==> src/pkg/mis_pkg.sv <==
// Constants and field layouts of the interrupt source logic.
// Assumes one system clock and an AXI4-Lite register port.
package mis_pkg;

  // Register byte offsets
  localparam logic [4:0] OFF_CTRL = 5'h00;
  localparam logic [4:0] OFF_FLAG = 5'h04;
  localparam logic [4:0] OFF_SRC = 5'h08;
  localparam logic [4:0] OFF_SRCEN = 5'h0c;
  localparam logic [4:0] OFF_BOUND = 5'h10;
  localparam logic [4:0] OFF_STAT = 5'h14;
  localparam logic [4:0] OFF_MASK = 5'h18;
  localparam logic [4:0] OFF_VEC = 5'h1c;

  // Writable bits and values after reset
  localparam logic [31:0] CTRL_WMASK = 32'h0000_3f7f;
  localparam logic [31:0] SRCEN_WMASK = 32'h0000_03ff;
  localparam logic [31:0] BOUND_WMASK = 32'h0fff_0fff;
  localparam logic [31:0] REG_RST = 32'h0000_0000;

  // Counts of vectors and grouped sources, and the result width
  localparam int NVEC = 6;
  localparam int NSRC = 8;
  localparam int RES_W = 12;

  // Field positions
  localparam int POS_UPPER_EN = 8;
  localparam int POS_LOWER_EN = 9;
  localparam int POS_LOW_BOUND = 16;
  localparam int POS_PWM_DUTY = 5;

  // Vector indices, lower index wins
  localparam logic [2:0] VEC_EXT = 3'h0;
  localparam logic [2:0] VEC_FILT = 3'h1;
  localparam logic [2:0] VEC_CMP = 3'h2;
  localparam logic [2:0] VEC_PROT = 3'h3;
  localparam logic [2:0] VEC_GRP0 = 3'h4;
  localparam logic [2:0] VEC_GRP1 = 3'h5;

  localparam logic [1:0] RESP_OKAY = 2'h0;
  localparam logic [1:0] RESP_SLVERR = 2'h2;

  typedef enum logic [1:0] {
    EDGE_OFF = 2'b00,
    EDGE_RISE = 2'b01,
    EDGE_FALL = 2'b10,
    EDGE_BOTH = 2'b11
  } mis_edge_t;

  typedef struct packed {
    logic [17:0] rsv_hi;
    mis_edge_t cmp_edge_sel;
    mis_edge_t filtered_edge_sel;
    mis_edge_t ext_pin_edge_select;
    logic rsv7;
    logic grp1_en;
    logic grp0_en;
    logic protect_req_en;
    logic cmp_req_en;
    logic filtered_req_en;
    logic ext_pin_req_en;
    logic global_irq_en;
  } mis_ctrl_t;

endpackage : mis_pkg

==> src/hw/mis_irq_source.sv <==
// Interrupt request logic: pin, filtered pin, comparator, protection
// and two grouped sources, with an AXI4-Lite register port.
// Assumes the program sequencer acks only while a request is shown.
// Function
// - External pin flag sets on a transition of the selected edge type.
// - External vector needs global enable, own enable, flag, stack not full.
// - Servicing external request clears its flag and the global enable.
// - Edge select offers rising, falling, both, or detection off.
// - Filtered pin flag sets on the edge chosen by its two-bit field.
// - Filtered vector needs both enables; servicing clears flag and global enable.
// - Comparator flag sets on output edge chosen by its two-bit field.
// - Comparator vector needs both enables and room; servicing clears its flag.
// - Protection signal sets its flag; gated by enables; self-clears on service.
// - Group flag sets whenever any source of its group raises an event, enabled or not.
// - Grouped source vectors with global, group and source enables, room.
// - Group service clears group flag and global enable, not source flags.
// - Conversion done flag; limit flag on high and/or low bound condition.
// - Capture overflow and match flags are grouped, not cleared on service.
// - PWM period and three duty flags join the second group, own enables.
// - Requests raised while globally disabled stay latched until enabled.
`timescale 1ns/1ps
module mis_irq_source (
  input wire logic SYS_CLK_I,
  input wire logic RSTN_I,
  input wire logic [4:0] S_AXI_AWADDR_I,
  input wire logic S_AXI_AWVALID_I,
  output logic S_AXI_AWREADY_O,
  input wire logic [31:0] S_AXI_WDATA_I,
  input wire logic [3:0] S_AXI_WSTRB_I,
  input wire logic S_AXI_WVALID_I,
  output logic S_AXI_WREADY_O,
  output logic [1:0] S_AXI_BRESP_O,
  output logic S_AXI_BVALID_O,
  input wire logic S_AXI_BREADY_I,
  input wire logic [4:0] S_AXI_ARADDR_I,
  input wire logic S_AXI_ARVALID_I,
  output logic S_AXI_ARREADY_O,
  output logic [31:0] S_AXI_RDATA_O,
  output logic [1:0] S_AXI_RRESP_O,
  output logic S_AXI_RVALID_O,
  input wire logic S_AXI_RREADY_I,
  input wire logic EXT_PIN_I,
  input wire logic FILTERED_INPUT_PIN_I,
  input wire logic CMP_OUT_I,
  input wire logic MOTOR_PROTECT_SIGNAL_I,
  input wire logic CONV_DONE_I,
  input wire logic [11:0] CONV_RESULT_I,
  input wire logic CAPTURE_OVERFLOW_I,
  input wire logic CAPTURE_MATCH_I,
  input wire logic PWM_PERIOD_I,
  input wire logic [2:0] PWM_DUTY_I,
  input wire logic STACK_FULL_I,
  input wire logic VEC_ACK_I,
  output logic VEC_REQ_O,
  output logic [2:0] VEC_IDX_O,
  output logic IRQ_O
);

  // Reset release
  logic rst_a_r;
  logic rst_n;
  always_ff @(posedge SYS_CLK_I or negedge RSTN_I) begin
    if (!RSTN_I) begin
      rst_a_r <= 1'b0;
      rst_n <= 1'b0;
    end else begin
      rst_a_r <= 1'b1;
      rst_n <= rst_a_r;
    end
  end

  // Pin synchronisers; a level counts once stages two and three agree
  logic [2:0] ext_s_r;
  logic [2:0] filt_s_r;
  logic ext_lvl_r;
  logic filt_lvl_r;
  logic cmp_lvl_r;
  logic ext_lvl_nxt;
  logic filt_lvl_nxt;
  assign ext_lvl_nxt = (ext_s_r[1] == ext_s_r[2]) ? ext_s_r[2] : ext_lvl_r;
  assign filt_lvl_nxt = (filt_s_r[1] == filt_s_r[2]) ? filt_s_r[2] : filt_lvl_r;
  always_ff @(posedge SYS_CLK_I or negedge rst_n) begin
    if (!rst_n) begin
      ext_s_r <= 3'h0;
      filt_s_r <= 3'h0;
      ext_lvl_r <= 1'b0;
      filt_lvl_r <= 1'b0;
      cmp_lvl_r <= 1'b0;
    end else begin
      ext_s_r <= {ext_s_r[1:0], EXT_PIN_I};
      filt_s_r <= {filt_s_r[1:0], FILTERED_INPUT_PIN_I};
      ext_lvl_r <= ext_lvl_nxt;
      filt_lvl_r <= filt_lvl_nxt;
      cmp_lvl_r <= CMP_OUT_I;
    end
  end

  function automatic logic edge_hit(input mis_pkg::mis_edge_t sel, input logic old_v,
                                    input logic new_v);
    logic rise;
    logic fall;
    rise = new_v & ~old_v;
    fall = old_v & ~new_v;
    unique case (sel)
      mis_pkg::EDGE_OFF: edge_hit = 1'b0;
      mis_pkg::EDGE_RISE: edge_hit = rise;
      mis_pkg::EDGE_FALL: edge_hit = fall;
      mis_pkg::EDGE_BOTH: edge_hit = rise | fall;
    endcase
  endfunction : edge_hit

  // Registers
  localparam int NV = mis_pkg::NVEC;
  mis_pkg::mis_ctrl_t ctrl_r;
  logic [NV-1:0] vflag_r;
  logic [mis_pkg::NSRC-1:0] src_r;
  logic [31:0] srcen_r;
  logic [31:0] bound_r;
  logic [NV-1:0] stat_r;
  logic [NV-1:0] mask_r;

  // Source events
  logic ext_ev;
  logic filt_ev;
  logic cmp_ev;
  logic upper_hit;
  logic lower_hit;
  logic limit_ev;
  logic [mis_pkg::NSRC-1:0] src_ev;
  logic [NV-1:0] vset;
  logic [11:0] hi_bound;
  logic [11:0] lo_bound;
  assign ext_ev = edge_hit(ctrl_r.ext_pin_edge_select, ext_lvl_r, ext_lvl_nxt);
  assign filt_ev = edge_hit(ctrl_r.filtered_edge_sel, filt_lvl_r, filt_lvl_nxt);
  assign cmp_ev = edge_hit(ctrl_r.cmp_edge_sel, cmp_lvl_r, CMP_OUT_I);
  assign hi_bound = bound_r[11:0];
  assign lo_bound = bound_r[mis_pkg::POS_LOW_BOUND +: mis_pkg::RES_W];
  // Both bound enables set: either side of the window triggers
  assign upper_hit = srcen_r[mis_pkg::POS_UPPER_EN] & (CONV_RESULT_I > hi_bound);
  assign lower_hit = srcen_r[mis_pkg::POS_LOWER_EN] & (CONV_RESULT_I < lo_bound);
  assign limit_ev = CONV_DONE_I & (upper_hit | lower_hit);
  assign src_ev = {PWM_DUTY_I, PWM_PERIOD_I, CAPTURE_MATCH_I, CAPTURE_OVERFLOW_I,
                   limit_ev, CONV_DONE_I};
  assign vset = {|src_ev[7:4], |src_ev[3:0], MOTOR_PROTECT_SIGNAL_I, cmp_ev, filt_ev,
                 ext_ev};

  // Vector arbitration; flags stay latched while disabled
  logic [3:0] g0_mem;
  logic [3:0] g1_mem;
  logic [NV-1:0] ven;
  logic [NV-1:0] vpend;
  logic [NV-1:0] vgrant;
  logic any_pend;
  logic [2:0] pend_idx;
  assign g0_mem = src_r[3:0] & srcen_r[3:0];
  assign g1_mem = src_r[7:4] & srcen_r[7:4];
  assign ven = {ctrl_r.grp1_en & |g1_mem, ctrl_r.grp0_en & |g0_mem, ctrl_r.protect_req_en,
                ctrl_r.cmp_req_en, ctrl_r.filtered_req_en, ctrl_r.ext_pin_req_en};
  assign vpend = (ctrl_r.global_irq_en & ~STACK_FULL_I) ? (vflag_r & ven) : '0;
  assign any_pend = |vpend;
  always_comb begin
    pend_idx = 3'h0;
    for (int i = NV - 1; i >= 0; i--) begin
      if (vpend[i]) begin
        pend_idx = 3'(i);
      end
    end
  end
  assign vgrant = (VEC_ACK_I & any_pend) ? (NV'(1) << pend_idx) : '0;
  assign VEC_REQ_O = any_pend;
  assign VEC_IDX_O = pend_idx;

  // AXI4-Lite slave
  logic aw_hold_r;
  logic w_hold_r;
  logic [4:0] awaddr_r;
  logic [31:0] wdata_r;
  logic [3:0] wstrb_r;
  logic bvalid_r;
  logic [1:0] bresp_r;
  logic rvalid_r;
  logic [1:0] rresp_r;
  logic [31:0] rdata_r;
  logic aw_take;
  logic w_take;
  logic ar_take;
  logic wr_do;
  logic [31:0] bmask;
  logic [31:0] wbits;
  logic [31:0] w1c;
  logic wr_ctrl;
  logic wr_flag;
  logic wr_src;
  logic wr_srcen;
  logic wr_bound;
  logic wr_stat;
  logic wr_mask;
  logic wr_ok;
  assign S_AXI_AWREADY_O = ~aw_hold_r & ~bvalid_r;
  assign S_AXI_WREADY_O = ~w_hold_r & ~bvalid_r;
  assign S_AXI_ARREADY_O = ~rvalid_r;
  assign aw_take = S_AXI_AWVALID_I & S_AXI_AWREADY_O;
  assign w_take = S_AXI_WVALID_I & S_AXI_WREADY_O;
  assign ar_take = S_AXI_ARVALID_I & S_AXI_ARREADY_O;
  assign wr_do = aw_hold_r & w_hold_r & ~bvalid_r;
  assign bmask = {{8{wstrb_r[3]}}, {8{wstrb_r[2]}}, {8{wstrb_r[1]}}, {8{wstrb_r[0]}}};
  assign w1c = wdata_r & bmask;
  assign wr_ctrl = wr_do & (awaddr_r == mis_pkg::OFF_CTRL);
  assign wr_flag = wr_do & (awaddr_r == mis_pkg::OFF_FLAG);
  assign wr_src = wr_do & (awaddr_r == mis_pkg::OFF_SRC);
  assign wr_srcen = wr_do & (awaddr_r == mis_pkg::OFF_SRCEN);
  assign wr_bound = wr_do & (awaddr_r == mis_pkg::OFF_BOUND);
  assign wr_stat = wr_do & (awaddr_r == mis_pkg::OFF_STAT);
  assign wr_mask = wr_do & (awaddr_r == mis_pkg::OFF_MASK);
  assign wr_ok = wr_ctrl | wr_flag | wr_src | wr_srcen | wr_bound | wr_stat | wr_mask
                 | (awaddr_r == mis_pkg::OFF_VEC);

  // Next values; hardware set wins over any clear in the same cycle
  logic [31:0] ctrl_nxt;
  logic [NV-1:0] vflag_nxt;
  logic [mis_pkg::NSRC-1:0] src_nxt;
  logic [NV-1:0] stat_nxt;
  logic [NV-1:0] vclr;
  assign wbits = (32'(ctrl_r) & ~bmask) | (wdata_r & bmask);
  // Servicing clears the global enable even against a write of one
  assign ctrl_nxt = wr_ctrl ? ((wbits & mis_pkg::CTRL_WMASK) & ~32'(|vgrant))
                            : (32'(ctrl_r) & ~32'(|vgrant));
  assign vclr = vgrant | (wr_flag ? w1c[NV-1:0] : '0);
  assign vflag_nxt = (vflag_r & ~vclr) | vset;
  // Source flags clear only by software writing ones, never by servicing
  assign src_nxt = (src_r & ~(wr_src ? w1c[mis_pkg::NSRC-1:0] : '0)) | src_ev;
  assign stat_nxt = (stat_r & ~(wr_stat ? w1c[NV-1:0] : '0)) | (vset & ~vflag_r);

  always_ff @(posedge SYS_CLK_I or negedge rst_n) begin
    if (!rst_n) begin
      ctrl_r <= mis_pkg::mis_ctrl_t'(mis_pkg::REG_RST);
      vflag_r <= '0;
      src_r <= '0;
      srcen_r <= mis_pkg::REG_RST;
      bound_r <= mis_pkg::REG_RST;
      stat_r <= '0;
      mask_r <= '0;
      IRQ_O <= 1'b0;
    end else begin
      ctrl_r <= mis_pkg::mis_ctrl_t'(ctrl_nxt);
      vflag_r <= vflag_nxt;
      src_r <= src_nxt;
      stat_r <= stat_nxt;
      if (wr_srcen) begin
        srcen_r <= ((srcen_r & ~bmask) | w1c) & mis_pkg::SRCEN_WMASK;
      end
      if (wr_bound) begin
        bound_r <= ((bound_r & ~bmask) | w1c) & mis_pkg::BOUND_WMASK;
      end
      if (wr_mask) begin
        mask_r <= (mask_r & ~bmask[NV-1:0]) | w1c[NV-1:0];
      end
      IRQ_O <= |(stat_nxt & mask_r);
    end
  end

  // Write channel handshake
  always_ff @(posedge SYS_CLK_I or negedge rst_n) begin
    if (!rst_n) begin
      aw_hold_r <= 1'b0;
      w_hold_r <= 1'b0;
      awaddr_r <= 5'h00;
      wdata_r <= 32'h0000_0000;
      wstrb_r <= 4'h0;
      bvalid_r <= 1'b0;
      bresp_r <= mis_pkg::RESP_OKAY;
    end else begin
      if (aw_take) begin
        aw_hold_r <= 1'b1;
        awaddr_r <= {S_AXI_AWADDR_I[4:2], 2'b00};
      end
      if (w_take) begin
        w_hold_r <= 1'b1;
        wdata_r <= S_AXI_WDATA_I;
        wstrb_r <= S_AXI_WSTRB_I;
      end
      if (wr_do) begin
        aw_hold_r <= 1'b0;
        w_hold_r <= 1'b0;
        bvalid_r <= 1'b1;
        bresp_r <= wr_ok ? mis_pkg::RESP_OKAY : mis_pkg::RESP_SLVERR;
      end else if (bvalid_r & S_AXI_BREADY_I) begin
        bvalid_r <= 1'b0;
      end
    end
  end
  assign S_AXI_BVALID_O = bvalid_r;
  assign S_AXI_BRESP_O = bresp_r;

  // Read path
  logic [4:0] raddr;
  logic [31:0] rmux;
  logic rhit;
  assign raddr = {S_AXI_ARADDR_I[4:2], 2'b00};
  always_comb begin
    rmux = 32'h0000_0000;
    rhit = 1'b1;
    unique case (raddr)
      mis_pkg::OFF_CTRL: rmux = 32'(ctrl_r);
      mis_pkg::OFF_FLAG: rmux = 32'(vflag_r);
      mis_pkg::OFF_SRC: rmux = 32'(src_r);
      mis_pkg::OFF_SRCEN: rmux = srcen_r;
      mis_pkg::OFF_BOUND: rmux = bound_r;
      mis_pkg::OFF_STAT: rmux = 32'(stat_r);
      mis_pkg::OFF_MASK: rmux = 32'(mask_r);
      mis_pkg::OFF_VEC: rmux = 32'({STACK_FULL_I, any_pend, pend_idx});
      default: rhit = 1'b0;
    endcase
  end
  always_ff @(posedge SYS_CLK_I or negedge rst_n) begin
    if (!rst_n) begin
      rvalid_r <= 1'b0;
      rdata_r <= 32'h0000_0000;
      rresp_r <= mis_pkg::RESP_OKAY;
    end else if (ar_take) begin
      rvalid_r <= 1'b1;
      rdata_r <= rmux;
      rresp_r <= rhit ? mis_pkg::RESP_OKAY : mis_pkg::RESP_SLVERR;
    end else if (S_AXI_RREADY_I) begin
      rvalid_r <= 1'b0;
    end
  end
  assign S_AXI_RVALID_O = rvalid_r;
  assign S_AXI_RDATA_O = rdata_r;
  assign S_AXI_RRESP_O = rresp_r;

endmodule : mis_irq_source

==> config.mk <==
export PLATFORM = sky130hd
export DESIGN_NAME = mis_irq_source
export DESIGN_NICKNAME = d
export VERILOG_FILES = /design/src/pkg/mis_pkg.sv /design/src/hw/mis_irq_source.sv
export SDC_FILE = /design/constraint.sdc
export NUM_CORES = 1
export LEC_CHECK = 0
export BUFFER_PORTS_ARGS = -buffer_cell sky130_fd_sc_hd__buf_2
export CAP_MARGIN = 20
export CORE_MARGIN = 5
export CORE_UTILIZATION = 40
export DETAILED_ROUTE_END_ITERATION = 10
export GPL_TIMING_DRIVEN = 0
export PLACE_DENSITY = 0.6
export SKIP_CTS_REPAIR_TIMING = 1
export SLEW_MARGIN = 20
export SYNTH_ARGS = -nofsm -noshare
export SYNTH_HDL_FRONTEND = slang
export SYNTH_SLANG_ARGS = --single-unit
==> constraint.sdc <==
create_clock -name SYS_CLK_I -period 13.9 [get_ports SYS_CLK_I]
set_clock_uncertainty 0.05 [all_clocks]
set_input_delay 0 -clock SYS_CLK_I [delete_from_list [all_inputs] [get_ports SYS_CLK_I]]
set_output_delay 0 -clock SYS_CLK_I [all_outputs]
set_load 0.02 [all_outputs]
==> results.toml <==
[floorplanning]
die_h_um = 144
start_util_pct = 40.3
io_pins = 124
rows = 49
dieArea_mm2 = 0.0207
chipWidth_um = 144
coreArea_mm2 = 0.0178

[finish]
final_nets = 888
syn_to_final_growth_pct = 27.3
diodes = 0
nFillCells = 1604
drive_gt1_share_pct = 33.0

[timing]
worst_hold_slack_ps = -7.71
fin_tns_setup_ps = 0
final.period_utilization_pct = 17.9
period_needed_ps = 2490
slew-limit-headroom_pct = 48.8
rsz0062_at_grt = "no"
fmax_mhz = 401
setup_viol = 0
hold_viol_final = 1
worst_pin_slew_ps = 764
drv_slew = 0

[global_routing]
grt_pass1_wl_um = 30700
antenna_found_initial = 0
grt_pass1_vias = 5535
grt_max_degree = 54
grt_overflow = 0
track_usage_pct = 19.6

[critical_path]
worstPathArrival_ps = 2750
r2r_slack_ps = 11410
critPathRequiredTime_ps = 14160
r2r_end = "vflag_r[3]"
critical_path_class = "reg -> reg"
crit_fanout = 7
start_kind = "flop"
end_kind = "flop"
regToRegStartpoint = "w_hold_r"
rr_worst_depth = 6

[logic_synthesis]
synth_ff_type = "dfrtp_1"
synth_compound_area_share_pct = 12.2
ys_seq_elements = 150
synth_mux_area_share_pct = 16.9
syn_inst = 597
synth_edf_count = 0
synth_top_family_by_area = "multiplexers"
synth-simple-area-share_pct = 9.30
ys_seq_area_share_pct = 52.4
yosysWarningCount = 0
synth.distinct_cells = 62
synthArstFlopShare_pct = 100
synthAdderAreaFrac_pct = 5.07
syn_area_per_cell_um2 = 12.0
netlist_area_mm2 = 0.00716
synth-xor-area-share_pct = 0

[cts]
numCtsBuffers = 17
root_buffer = "clkbuf_16"
cts_tree = "built"
cts_max_level = 4
insertion_delay_ps = 430
path_clk_slew_ps = 60
cts.sinks = 150
clk_path_buf_depth = 2

[run_status]
run_status = "complete, but fails checks"
violations = "negative hold slack"

[pwr]
p_int_mw = 1.06
comb_power_share_pct = 29.5
switchingPower_mw = 0.579
irDropWorstVdd_v = 0.000106
swShare_pct = 35.2
p_per_area_mw_per_mm2 = 180
p_clk_share_pct = 26.0
p_leak_nw = 4.20
p_seq_share_pct = 44.5

[place]
place_congestion = 0.855
hpwl_um = 14800
io_buffers = 104

[route]
first_iter_violations = 434
post_drt_wl_per_cell_um = 19.3
ant_nets = 0
vias = 5431
drt_pre_antenna_iters = 5
wirelength_um = 19800
drc = 0
via_per_inst = 5.31

[worst_hold_path]
hold_class = "in -> reg"
hold_depth = 3
min-delay-start = "S_AXI_ARVALID_I"
hold_path_end = "S_AXI_RDATA_O[11]"

[job]
maxCapViolCount = 0
[logic make-up after synthesis]
family	count (synthesis)
buf+inv	65
flops	150
mux	103
compound gates	127
other cells	2
fa+ha+maj	29
simple gates	121
[metal layers]
layer	vias to the layer above	GRT usage [%]	share of wire [%]
met3	37	4.73	6.2
met5	-	0	0
met2	177	30.6	47
met4	0	6.59	2.4
met1	2695	26.8	44
li1	2522	-	-
[layout make-up]
class                      count  area, um^2  share of cell area [%]
multi-input combinational    389        3140                    34.5
clock inverter                12         106                    1.17
tap                          229         287                    3.14
sequential                   150        3760                    41.2
clock buffer                  19         433                    4.75
timing repair buffer         158        1100                    12.0
buffer                        26         143                    1.57
inverter                      39         146                    1.61
[worst max-delay path, cell delays in order, from the launching register on]
cell	delay (ps)
dfrtp_1	510
nor4bb_1	410
nand3_1	370
o21a_1	290
nor2_1	100
a41oi_1	50
dlygate4sd3_1	590
[stage by stage]
step / std cells / setup slack [ps] / instance area, um^2 / utilization (%) / power (mW)
2_1_floorplan: 604 / 9360 / 7190 / - / 1.03
3_3_place_gp: 937 / 7730 / 7990 / 45.0 / 1.19
3_5_place_dp: 939 / 11790 / 8050 / 45.3 / 1.21
4_1_cts: 970 / 11710 / 8590 / 48.3 / 1.64
5_1_grt: 1022 / 11240 / 9110 / 51.2 / 1.74
6_report: 1022 / 11410 / 9110 / 51.2 / 1.64
[synthesized netlist by cell type (8+ instances only)]
cell,count,area share (%)
dfrtp_1,150,52
mux2_2,89,14
nand2_1,40,2.1
inv_1,38,2.0
ha_1,29,5.1
o21ai_0,27,1.9
a21oi_1,23,1.6
nand3_1,21,1.5
nor2_1,17,0.89
a22o_1,14,1.7
a22oi_1,14,1.5
buf_2,12,0.84
a21o_1,10,1.0
buf_4,8,0.84
nor2b_1,8,0.70
[power groups by stage]
stage / logic [mW] / registers, mW / clock network (mW)
after floorplan: 0.331 / 0.699 / 0
after detailed placement: 0.472 / 0.737 / 0
final: 0.484 / 0.731 / 0.427
after global routing: 0.534 / 0.751 / 0.454
after CTS: 0.476 / 0.730 / 0.432
after global placement: 0.450 / 0.735 / 0
[how the worst max path moves through the flow]
stage,startpoint,end,slack (ps),depth (start not counted)
final,w_hold_r,vflag_r[3],11410,6
after global routing,w_hold_r,vflag_r[3],11240,6
after CTS,ctrl_r[0],VEC_IDX_O[0],11710,7
after detailed placement,wstrb_r[0],flop,11790,4
after global placement,rst_n,filt_s_r[0],7730,0
after floorplan,rst_n,IRQ_O,9360,0
[placed cells by master, fill, tap and decap left out, drive strengths merged, types with 8 or more instances in the layout]
master and instances:
ha 29, a21o 10, conb 9, dfrtp 150, mux2 91, o21ai 28, dlygate4sd3 52, buf 126
clkbuf 25, nor2 17, nand2 42, a22oi 14, inv 39, a22o 14, nand3 22, a21oi 23
nor2b 8
Note: power is estimated with default switching activity, not from simulation.
